<file path="src/design/pmx_pkg.sv">
// package for the pin output function mux: widths, reset values and encodings
`default_nettype none
package pmx_pkg;
	// reset values of the port control bits
	localparam logic PMX_LATCH_RST = 1'h0;
	localparam logic PMX_DIR_RST = 1'h1;
	localparam logic PMX_OD_RST = 1'h0;
	localparam logic PMX_ANA_RST = 1'h0;
	localparam logic PMX_REDIR_RST = 1'h0;
	// levels used to tie off absent gate inputs
	localparam logic PMX_TIE_HIGH = 1'h1;
	localparam logic PMX_TIE_LOW = 1'h0;
	// direction bit encoding
	localparam logic PMX_DIR_OUT = 1'h0;
	localparam logic PMX_DIR_IN = 1'h1;
	// analog pin config codes
	localparam int PMX_CFG_W = 4;
	localparam logic [PMX_CFG_W-1:0] PMX_CFG_ALL_DIGITAL = 4'h1;
	localparam logic [PMX_CFG_W-1:0] PMX_CFG_RST = 4'h0;
endpackage : pmx_pkg
`default_nettype wire

</file>
<file path="src/design/pmx_pin_cell.sv">
// one pin output cell: and/or combining, direction and open-drain drive
`default_nettype none
module pmx_pin_cell #(
	parameter bit HAS_SERIAL = 1'h1,
	parameter bit HAS_OTHER = 1'h1,
	parameter bit HAS_OD = 1'h1,
	parameter bit HAS_ANALOG = 1'h1
) (
	// clock and reset
	input wire logic i_clk,
	input wire logic i_rst,
	// control bits
	input wire logic i_latch,
	input wire logic i_dir,
	input wire logic i_od,
	input wire logic i_analog,
	// peripheral outputs
	input wire logic i_serial_out,
	input wire logic i_other_out,
	// synchronised pin level
	input wire logic i_pin_sync,
	// pin drive
	output logic o_pin_out,
	output logic o_pin_oe,
	output logic o_read
);
	logic serial_term;
	logic other_term;
	logic od_term;
	logic data;
	logic nxt_out;
	logic nxt_oe;
	logic pin_out_ff;
	logic pin_oe_ff;
	logic read_ff;

	////////////////////////////////////////////////////////////
	// absent tie-offs
	assign serial_term = HAS_SERIAL ? i_serial_out : pmx_pkg::PMX_TIE_HIGH;
	assign other_term = HAS_OTHER ? i_other_out : pmx_pkg::PMX_TIE_LOW;
	assign od_term = HAS_OD ? i_od : pmx_pkg::PMX_TIE_LOW;
	assign data = (i_latch & serial_term) | other_term;

	// open drain only drives low; analog pins never drive
	always_comb begin
		nxt_out = data;
		nxt_oe = (i_dir == pmx_pkg::PMX_DIR_OUT) && !(HAS_ANALOG && i_analog);
		if (od_term) begin
			nxt_out = pmx_pkg::PMX_TIE_LOW;
			nxt_oe = nxt_oe && !data;
		end
	end

	// registered drive; reset leaves the pin undriven
	always_ff @(posedge i_clk) begin
		if (i_rst) begin
			pin_out_ff <= pmx_pkg::PMX_TIE_LOW;
			pin_oe_ff <= pmx_pkg::PMX_TIE_LOW;
		end else begin
			pin_out_ff <= nxt_out;
			pin_oe_ff <= nxt_oe;
		end
	end

	// read-back: pin in input mode, latch in output mode
	always_ff @(posedge i_clk) begin
		if (i_rst) begin
			read_ff <= pmx_pkg::PMX_TIE_LOW;
		end else begin
			read_ff <= (i_dir == pmx_pkg::PMX_DIR_IN) ? i_pin_sync : i_latch;
		end
	end

	assign o_pin_out = pin_out_ff;
	assign o_pin_oe = pin_oe_ff;
	assign o_read = read_ff;
endmodule : pmx_pin_cell
`default_nettype wire

</file>
<file path="src/design/pmx_pin_mux.sv">
// pin output function mux: two pins sharing serial, timer, buzzer and i2c outputs
// Contract
// - analog pin config or analog select bit picks analog or digital use
// - port latch ANDed with serial alternate output
// - pin driven by that AND ORed with other peripheral outputs
// - pins lacking open-drain bit behave as push-pull
// - absent serial input ties high, absent other input ties low
// - redirect bit moves redirectable output to alternate pin
// - open-drain bit with output direction gives n-channel open drain
// - latch cleared on reset, holds data until next write
// - after reset every port is input, output high impedance; direction is input only during reset, then i_port_direction_bit
// - read returns pin in input mode, latch in output mode
`default_nettype none
module pmx_pin_mux #(
	parameter int CFG_W = pmx_pkg::PMX_CFG_W
) (
	// clock and reset
	input wire logic i_clk,
	input wire logic i_rst,
	// port latch write, one bit per pin
	input wire logic i_latch_we,
	input wire logic [1:0] i_latch_wdata,
	// per-pin control bits
	input wire logic [1:0] i_port_direction_bit,
	input wire logic [1:0] i_port_open_drain_bit,
	input wire logic [1:0] i_port_analog_select_bit,
	input wire logic [CFG_W-1:0] i_analog_pin_config,
	input wire logic i_peripheral_redirect_bit,
	// peripheral outputs
	input wire logic i_serial_data_output,
	input wire logic i_timer_channel_output,
	input wire logic i_clock_buzzer_output,
	input wire logic i_i2c_unit_data_out,
	// pins
	input wire logic [1:0] i_pin,
	output logic [1:0] o_pin_out,
	output logic [1:0] o_pin_oe,
	// port read data and status
	output logic [1:0] o_port_read,
	output logic [1:0] o_latch,
	output logic [1:0] o_analog_mode
);
	logic [1:0] latch_ff;
	logic [1:0] pin_meta_ff;
	logic [1:0] pin_sync_ff;
	logic [1:0] analog_ff;
	logic [1:0] nxt_analog;
	logic [1:0] other_out;
	logic [1:0] dir_eff;

	////////////////////////////////////////////////////////////
	// port latch, cleared by reset, held between writes
	always_ff @(posedge i_clk) begin
		if (i_rst) begin
			latch_ff <= {2{pmx_pkg::PMX_LATCH_RST}};
		end else if (i_latch_we) begin
			latch_ff <= i_latch_wdata;
		end
	end

	// pin levels come from outside; two flops before use
	always_ff @(posedge i_clk) begin
		if (i_rst) begin
			pin_meta_ff <= {2{pmx_pkg::PMX_TIE_LOW}};
			pin_sync_ff <= {2{pmx_pkg::PMX_TIE_LOW}};
		end else begin
			pin_meta_ff <= i_pin;
			pin_sync_ff <= pin_meta_ff;
		end
	end

	////////////////////////////////////////////////////////////
	// analog selection: pin 0 by config code, pin 1 by select bit
	always_comb begin
		nxt_analog[0] = (i_analog_pin_config != pmx_pkg::PMX_CFG_ALL_DIGITAL);
		nxt_analog[1] = i_port_analog_select_bit[1];
	end

	always_ff @(posedge i_clk) begin
		if (i_rst) begin
			analog_ff <= {2{pmx_pkg::PMX_ANA_RST}};
		end else begin
			analog_ff <= nxt_analog;
		end
	end

	////////////////////////////////////////////////////////////
	// timer output goes to pin 0 normally, pin 1 when redirected
	always_comb begin
		other_out[0] = i_clock_buzzer_output;
		other_out[1] = i_i2c_unit_data_out;
		if (i_peripheral_redirect_bit) begin
			other_out[1] = other_out[1] | i_timer_channel_output;
		end else begin
			other_out[0] = other_out[0] | i_timer_channel_output;
		end
	end

	// direction forced to input while reset holds
	assign dir_eff = i_rst ? {2{pmx_pkg::PMX_DIR_RST}} : i_port_direction_bit;

	////////////////////////////////////////////////////////////
	// pin 0: serial output, analog capable, open drain present
	pmx_pin_cell #(
		.HAS_SERIAL(1'h1),
		.HAS_OTHER(1'h1),
		.HAS_OD(1'h1),
		.HAS_ANALOG(1'h1)
	) u_cell0 (
		.i_clk(i_clk),
		.i_rst(i_rst),
		.i_latch(latch_ff[0]),
		.i_dir(dir_eff[0]),
		.i_od(i_port_open_drain_bit[0]),
		.i_analog(analog_ff[0]),
		.i_serial_out(i_serial_data_output),
		.i_other_out(other_out[0]),
		.i_pin_sync(pin_sync_ff[0]),
		.o_pin_out(o_pin_out[0]),
		.o_pin_oe(o_pin_oe[0]),
		.o_read(o_port_read[0])
	);

	// pin 1: no serial function and no open-drain bit (tied off)
	pmx_pin_cell #(
		.HAS_SERIAL(1'h0),
		.HAS_OTHER(1'h1),
		.HAS_OD(1'h0),
		.HAS_ANALOG(1'h1)
	) u_cell1 (
		.i_clk(i_clk),
		.i_rst(i_rst),
		.i_latch(latch_ff[1]),
		.i_dir(dir_eff[1]),
		.i_od(i_port_open_drain_bit[1]),
		.i_analog(analog_ff[1]),
		.i_serial_out(i_serial_data_output),
		.i_other_out(other_out[1]),
		.i_pin_sync(pin_sync_ff[1]),
		.o_pin_out(o_pin_out[1]),
		.o_pin_oe(o_pin_oe[1]),
		.o_read(o_port_read[1])
	);

	assign o_latch = latch_ff;
	assign o_analog_mode = analog_ff;
endmodule : pmx_pin_mux
`default_nettype wire

</file>
<file path="config.mk">
export PLATFORM = sky130hd
export DESIGN_NAME = pmx_pin_mux
export DESIGN_NICKNAME = d
export VERILOG_FILES = /design/src/design/pmx_pkg.sv /design/src/design/pmx_pin_cell.sv /design/src/design/pmx_pin_mux.sv
export SDC_FILE = /design/constraint.sdc
export NUM_CORES = 1
export LEC_CHECK = 0
export BUFFER_PORTS_ARGS = -buffer_cell sky130_fd_sc_hd__buf_2
export CELL_PAD_IN_SITES_DETAIL_PLACEMENT = 1
export CELL_PAD_IN_SITES_GLOBAL_PLACEMENT = 2
export CORE_AREA = 2 2 56 53
export CTS_BUF_LIST = sky130_fd_sc_hd__clkbuf_8
export CTS_CLUSTER_DIAMETER = 100
export DETAILED_ROUTE_END_ITERATION = 8
export DIE_AREA = 0 0 58 55
export PLACE_DENSITY = 0.68
export SYNTH_ARGS = -nofsm -noshare
export SYNTH_HDL_FRONTEND = slang
export SYNTH_SLANG_ARGS = --single-unit
export TNS_END_PERCENT = 20
</file>
<file path="constraint.sdc">
create_clock -name i_clk -period 0.8 [get_ports i_clk]
set_input_delay 0.16 -clock i_clk [delete_from_list [all_inputs] [get_ports i_clk]]
set_output_delay 0.16 -clock i_clk [all_outputs]
set_load 0.03 [all_outputs]
</file>
Word-level counts from Yosys, hierarchy flattened
Index checks and enable logic that the tools add are counted.

Add/subtract/negate cells: 0. Multipliers: 0. Divide/modulo/power cells: 0. Magnitude comparators: 0. Eq/ne operators: 1. Shift-type cells: 0. Muxes and demuxes: 6. Bitwise logic cells: 7. Reduce and logical (&&, ||, !) cells: 7.

Operator list (number): $mux W1 (5); $ne A4 B1 Y1 const B (1); $or A1 B1 Y1 (4); $logic_and A1 B1 Y1 (3); $logic_not A1 Y1 (3); $mux W2 (1); $not A1 Y1 (2); $reduce_or A2 Y1 (1); $and A1 B1 Y1 (1).

Flip-flop bits (word level): 14. Latch bits: 0. RAM bits: 0. Bits in read-only memories: 0. Memories kept: 0.

Logic depth before layout (Yosys ltp)
Gate-level depths: netlist (run 1).

Depth after elaboration: 6. Depth in mapped cells: 3. Depth with buffers taken out: 2.

Hierarchy
From an unflattened synthesis (run 1), not the netlist that was laid out.

Cells, all modules: 43. Area, all modules: 465.4 sq um.

By module, submodules not included: pmx_pin_mux (times used 1, cells each 25, area an instance 274.0 sq um); pmx_pin_cell (u_cell0) (times used 1, cells each 10, area an instance 105.1 sq um); pmx_pin_cell (u_cell1) (times used 1, cells each 8, area an instance 86.3 sq um).

Least setup slack after synthesis (run 1)
OpenSTA, ideal clock, no wires.

Path kind: flip-flop to flip-flop. Start: register analog_ff[0], in the netlist o_analog_mode[0]. End: register u_cell0.pin_oe_ff, in the netlist u_cell0.o_pin_oe. Setup time: 0.079 ns. Data arrival time: 0.716 ns. Required time: 0.721 ns. Path slack: 0.005 ns. Stages on the path, launching flop included: 3. Buffers on the path: 0. Clock period less this slack: 0.795 ns. Path through: dfxtp_1 -> or3_1 -> a211oi_2.

Cells in the longest elaborated chain, start to end: 4.

RTL lines: start, declared (line pmx_pin_mux.sv:46) `logic [1:0] analog_ff;`; start signal, assigned (line pmx_pin_mux.sv:81) `analog_ff <= {2{pmx_pkg::PMX_ANA_RST}};`; start signal, assigned (line pmx_pin_mux.sv:83) `analog_ff <= nxt_analog;`; $logic_not A1 Y1 * (line pmx_pin_cell.sv:47) `nxt_oe = (i_dir == pmx_pkg::PMX_DIR_OUT) && !(HAS_ANALOG && i_analog);`; $logic_and A1 B1 Y1 * (line pmx_pin_cell.sv:47); $logic_and A1 B1 Y1 (line pmx_pin_cell.sv:50) `nxt_oe = nxt_oe && !data;`; $mux W1 * (line pmx_pin_cell.sv:48) `if (od_term) begin`; end signal, assigned (line pmx_pin_cell.sv:58) `pin_oe_ff <= pmx_pkg::PMX_TIE_LOW;`; end signal, assigned (line pmx_pin_cell.sv:61) `pin_oe_ff <= nxt_oe;`; end, declared (line pmx_pin_cell.sv:34) `logic pin_oe_ff;`.

Every way passes the cells marked *; elsewhere a longest branch is shown, timed or not. A chain may end at the register's enable or synchronous reset.

Worst setup path after layout (run 1)
Start: register latch_ff[0], in the netlist o_latch[0]. End: output port o_latch[0].

RTL lines: start, declared (line pmx_pin_mux.sv:43) `logic [1:0] latch_ff;`; start signal, assigned (line pmx_pin_mux.sv:55) `latch_ff <= {2{pmx_pkg::PMX_LATCH_RST}};`; start signal, assigned (line pmx_pin_mux.sv:57) `latch_ff <= i_latch_wdata;`; end, declared (line pmx_pin_mux.sv:40) `output logic [1:0] o_latch,`.

No word-level cell between the ends.

==> metrics.txt, run 1 <==
outcome complete, but fails checks; violated checks negative setup slack; sequential fraction of the synthesis area 53.0%; clk_lat worst skew 240 ps; worst rel slew slack 82.3%; Least-Margin Pin Slew 261 ps; Final period util 110%; CP Capture Type primary output; Hold Slack 98.7 ps; WS Path Type register to primary output; Tot Pwr 1.68 mW; Yosys warnings 0; Max Slew Vio Count 0; synthesized area 529 sq um; antenna violations before repair 0; RSZ-0062 raised after global routing yes; Startpoint Class register; # DRC 0; max_cap viols 0; CP top delay family flip-flops; Final min period 879 ps; fmax 1140 MHz; endpoints failing setup 11; Global Route Usage Sum 8.61%; largest net degree at the start of global routing 14; synth top area cells dfxtp_1 53%, buf_4 14%, mux2i_1 7.6%, nor2b_1 5.9%, nor2_1 5.0%; count leader, synth dfxtp_1; share of synthesized flip-flops with an asynchronous set or reset 0%; H-tree depth 1; Sink Count 14; area grow syn2layout 52.0%; HPWL reported at the end of detailed placement 922 um; clock tree root driver cell clkbuf_8; CORE AREA 2610 sq um; IO buf count 29; largest area contributor in the netlist dfxtp_1; syn avg cell area 10.6 sq um; slowest CP cell dfxtp_2; n_diodes 0; clk_skew 0.364 ps; Cells after Synth 50; final worst slack -79.1 ps; clock slew at the register clock pins of the worst setup and hold paths 60 ps; Synth Net Count 72; Via density 3.89; GPL Wtd Cong 0.616; Post-Route WL 1150 um; nets@finish 99; GRT Residual Overflow 0; number of synthesized flops with an enable pin 0; CP peak stage delay 350 ps; Post-Route Utilization 30.8%; WL/cell 10.8 um; Post-synth top cells 14 x dfxtp_1, 10 x buf_4, 7 x nor2_1; PD cells 2080 nW/um^2; Detailed Route Iter0 Violations 2; global-route wire length before repair 1940 um; #FFs+latches synth 14; Die W 58 um; final hold violations 0; Req. time, crit path 640 ps; LEAKAGE 0.382 nW; vias in the first global route 468; Critical Path AT 720 ps; number of routed nets with antenna violations 0; Most used DFF post-synth dfxtp_1; TNS Setup -591 ps; clk buf depth 2; CTS tree done; total CTS buffers 3; Crit Path Max Fanout 3; cell row count 18; WP buf/inv 1; Max IR drop VDD 1.42 mV; initial core utilization 20.3%; synth unique cells 15; die area 3190 sq um; chip height 55 um; via count 412; HP Class primary input to register; worst path cell trace buf_6; number of detailed-route iterations in the first pass 2; # IOs 32; Yosys top cell area share 53.0%; fraction of layout cells with a size suffix above 1 65.8%
state kept, by name, indices dropped and copies added, names as in the netlist, 2 cells and up:
name / count
o_analog_mode: 2
pin_meta_ff: 2
o_latch: 2
pin_sync_ff: 2
where the power goes:
part	leakage (nW)	total, mW	internal (mW)	switching (mW)
Clock	0.0288	0.674	0.435	0.239
Sequential	0.119	0.756	0.738	0.0183
Combinational	0.233	0.247	0.129	0.118
stage by stage:
stage          setup WS (ps)  std cells  instance area [sq um]
2_1_floorplan           4.72         50                    529
3_3_place_gp           -81.8        101                    654
3_5_place_dp           -98.2        101                    654
4_1_cts                -90.8        106                    805
5_1_grt                 -114        106                    805
6_report               -79.1        106                    805
kinds of logic (layout without fill, tap and decap cells):
family | after synthesis | in the layout | share of synthesized area (%)
DFF | 14 | 14 | 53.0
AOI/OAI and AO/OA | 4 | 4 | 6.62
muxes | 4 | 4 | 7.57
and+or+nand+nor | 17 | 17 | 17.7
buffers and inverters | 11 | 37 | 15.1
layer usage:
layer | global-route usage, % | part of all wire [%] | vias to the layer above
met2 | 14.2 | 44 | 24
met3 | 5.81 | 13 | 0
met1 | 9.51 | 42 | 183
li1 | - | - | 205
met4 | 1.16 | 0 | 0
met5 | 0 | 0 | -
layout make-up:
class	instances	area [sq um]
sequential	14	295
multi-input combinational	25	179
fill	323	1810
clock buffer	4	55.1
tap	30	37.5
timing repair buffer	33	238
worst paths after layout:
path | startpoint | end | slack, ps | cells past startpoint
worst max-delay path | o_latch[0] | o_latch[0] | -80 | 1
worst min-delay path | i_port_direction_bit[1] | u_cell1.o_pin_oe | 100 | 2
worst max register to register | o_analog_mode[0] | u_cell0.o_pin_oe | -70 | 2
worst min register to register | o_analog_mode[1] | u_cell1.o_pin_oe | 410 | 1
timing repair:
action,in CTS,in global routing
setup endpoints to repair,11,16
endpoints found under the hold margin,0,0
cloned,0,0
setup buffers,1,0
hold buffers,0,0
gates resized for setup,33,0
cell usage in the layout (no fill, tap or decap):
cell type / instances
dfxtp_4: 1
o21a_1: 1
buf_4: 4
a211oi_2: 2
a21o_1: 1
nor4b_1: 1
dfxtp_2: 9
and2b_1: 1
or3_4: 1
dfxtp_1: 4
buf_6: 10
nor2b_1: 5
mux2i_1: 4
and3b_1: 1
clkbuf_8: 4
nor3_1: 1
buf_2: 19
nor2_1: 7
(Power assumes the default switching activity.)
==> inputs of run 2 (changes only) <==
- CORE_AREA: 2 2 56 53 -> 2 2 54 51
- DIE_AREA: 0 0 58 55 -> 0 0 56 53
- SYNTH_HIERARCHICAL: not set -> 1
==> run 2 against run 1 <==
Against the previous run: the flow still finishes with violations (negative setup slack); synthesized area down 12%; via count rose by 2.9%; cell count grew 0.94%; non-clock buffer count grew 1; setup slack gained 5.4 ps; utilization increased by 3.1 points; critical endpoint unchanged; largest power group unchanged.
==> metrics.txt, run 2 <==
Finished Layout Cells 107 (+0.94%); critical path launch point o_latch[0]; n_diodes 0 (unchanged); synth top area cells dfxtp_1 60%, mux2i_1 8.6%, nor2b_1 6.7%, nor2_1 5.6%, a21o_1 3.2%; Sink Count 14 (unchanged); antenna violations before repair 0 (unchanged); Tot Pwr 1.56 mW (-6.9%); CP top delay family flip-flops; number of synthesized flops with an enable pin 0 (unchanged); Crit Path Max Fanout 2 (-1); Post-Route WL 1120 um (-2.3%); Critical R2R Capture u_cell0/o_pin_oe; Layout fillers 289 (-11%); Critical Path AT 710 ps (about the same); post-route cell area 807 sq um (+0.31%); Most used DFF post-synth dfxtp_1; Die W 56 um (-3.4%); GPL Wtd Cong 0.564 (-8.3%); max_cap viols 0 (unchanged); synthesized area 465 sq um (-12%); clock tree root driver cell clkbuf_8; largest net degree at the start of global routing 11 (-3); WL/cell 10.5 um (-3.2%); commonest non-fill, non-tap cell in the layout buf_2; Global Route Usage Sum 8.38% (-0.22 points); vias in the first global route 419 (-10%); clk buf depth 2 (unchanged); Synth Net Count 65 (-9.7%); Critical Path Sink o_latch[0]; slowest CP cell dfxtp_4; Max Slew Vio Count 0 (unchanged); via count 424 (+2.9%); CORE AREA 2380 sq um (-8.8%); count leader, synth dfxtp_1; PD cells 1940 nW/um^2 (-7.2%); register-to-register setup slack 0 ps (+70 ps); clk_lat worst skew 240 ps (about the same); die area 2970 sq um (-7.0%); cts hold-fix bufs 0 (unchanged); sequential fraction of the synthesis area 60.2% (+7.3 points); violated checks negative setup slack; H-tree depth 1 (unchanged); Detailed Route Iter0 Violations 6 (+4); Max IR drop VDD 0.846 mV (-40%); Post-DP Area 653 sq um (-0.19%); RSZ-0062 raised after global routing yes; most frequent cells in the layout 19 x buf_2, 10 x buf_6, 8 x dfxtp_2, 7 x nor2_1; worst rel slew slack 83.2% (+0.85 points); number of detailed-route iterations in the first pass 2 (unchanged); final worst slack -73.7 ps (+5.43 ps); final hold violations 0 (unchanged); HP Class primary input to register; dpl cells 101 (unchanged); share of synthesized flip-flops with an asynchronous set or reset 0% (unchanged); dpl ws -61.8 ps (+36.4 ps); r2r startpoint o_latch[0]; IO buf count 29 (unchanged); CP peak stage delay 340 ps (about the same); chip height 53 um (-3.6%); Yosys top cell area share 60.2% (+7.3 points); endpoints failing setup 11 (unchanged); Via density 3.96 (+2.0%); # DRC 0 (unchanged); #FFs+latches synth 14 (unchanged); nets@finish 103 (+4.0%); initial core utilization 19.5% (-0.72 points); cell row count 17 (-1); Yosys warnings 6 (+6); fraction of layout cells with a size suffix above 1 63.3% (-2.5 points); Req. time, crit path 640 ps (about the same); total CTS buffers 3 (unchanged); syn avg cell area 10.8 sq um (+2.3%); CP Depth 1 (unchanged); clk_skew 0.721 ps (+0.357 ps); Final min period 874 ps (-5.43 ps); Least-Margin Pin Slew 249 ps (-12.5 ps); WS Path Type register to primary output; Cells after Synth 43 (-14%); Post-synth top cells 14 x dfxtp_1, 7 x nor2_1, 5 x nor2b_1; reg2reg path depth 3 (+1); WP buf/inv 1 (unchanged); Final period util 109% (-0.68 points); Startpoint Class register; largest area contributor in the netlist dfxtp_1; CP Capture Type primary output; worst path cell trace buf_6; CTS tree done; clock slew at the register clock pins of the worst setup and hold paths 50 ps (about the same); synth unique cells 13 (-2); area grow syn2layout 73.4%; LEAKAGE 0.391 nW (+2.4%); global-route wire length before repair 1840 um (-5.0%); outcome complete, but fails checks; fmax 1140 MHz (+0.62%); number of routed nets with antenna violations 0 (unchanged); # IOs 32 (unchanged); GRT Residual Overflow 0 (unchanged)
-- run 2: timing repair --
| item | 4_1_cts | 5_1_grt |
|---|---|---|
| buffers inserted | 2 | 1 |
| pin swaps | 1 | 0 |
| resized for setup | 32 | 1 |
| hold endpoints to repair | 0 | 0 |
| endpoints found under the setup margin | 10 | 16 |
-- run 2: area by class of cell --
class	count	area, sq um	area share [%]
well taps	28	35.0	4.34
inverters	2	7.51	0.930
flip-flops and latches	14	298	36.9
clock buffers	3	41.3	5.12
repair buffers	34	245	30.4
multi-input cells	26	180	22.3
-- run 2: kinds of logic after synthesis --
kind of cell | after synthesis | synth area share, %
AOI/OAI and AO/OA | 4 | 5.91
DFF | 14 | 60.2
buffers and inverters | 3 | 4.03
muxes | 4 | 8.60
and+or+nand+nor | 18 | 21.2
-- run 2: how the worst min path moves through the flow --
| stage | startpoint | to | slack [ps] | depth (start not counted) |
|---|---|---|---|---|
| floorplan | i_rst | u_cell1/o_pin_oe | 230 | 1 |
| global placement | i_port_open_drain_bit[0] | u_cell0/o_pin_out | 350 | 2 |
| detailed placement | i_port_open_drain_bit[0] | u_cell0/o_pin_out | 350 | 2 |
| CTS | i_port_open_drain_bit[0] | u_cell0/o_pin_out | 90 | 2 |
| global route | i_port_open_drain_bit[0] | u_cell0/o_pin_out | 100 | 2 |
| finish | i_port_open_drain_bit[0] | u_cell0/o_pin_out | 90 | 2 |
-- run 2: through the flow --
stage                     utilization [%]  hold WS (ps)  TNS, ps
after global routing                 33.9          96.4     -889
after floorplan                         -           231    -18.4
after CTS                            33.2          88.2     -605
final                                33.9          91.7     -495
after detailed placement             27.4           352     -157
after global placement               27.4           347     -137
-- run 2: metal layers --
| metal | track usage (%) | wire length (um) | vias to the layer above |
|---|---|---|---|
| li1 | - | - | 211 |
| met1 | 9.31 | 438 | 197 |
| met2 | 14.5 | 595 | 16 |
| met3 | 2.44 | 89 | 0 |
| met4 | 4.76 | 0 | 0 |
| met5 | 0 | 0 | - |
-- run 2: where the power goes --
part           internal (mW)  total (mW)  switching [mW]
logic                  0.130       0.250           0.120
registers              0.734       0.750          0.0163
clock network          0.332       0.561           0.229
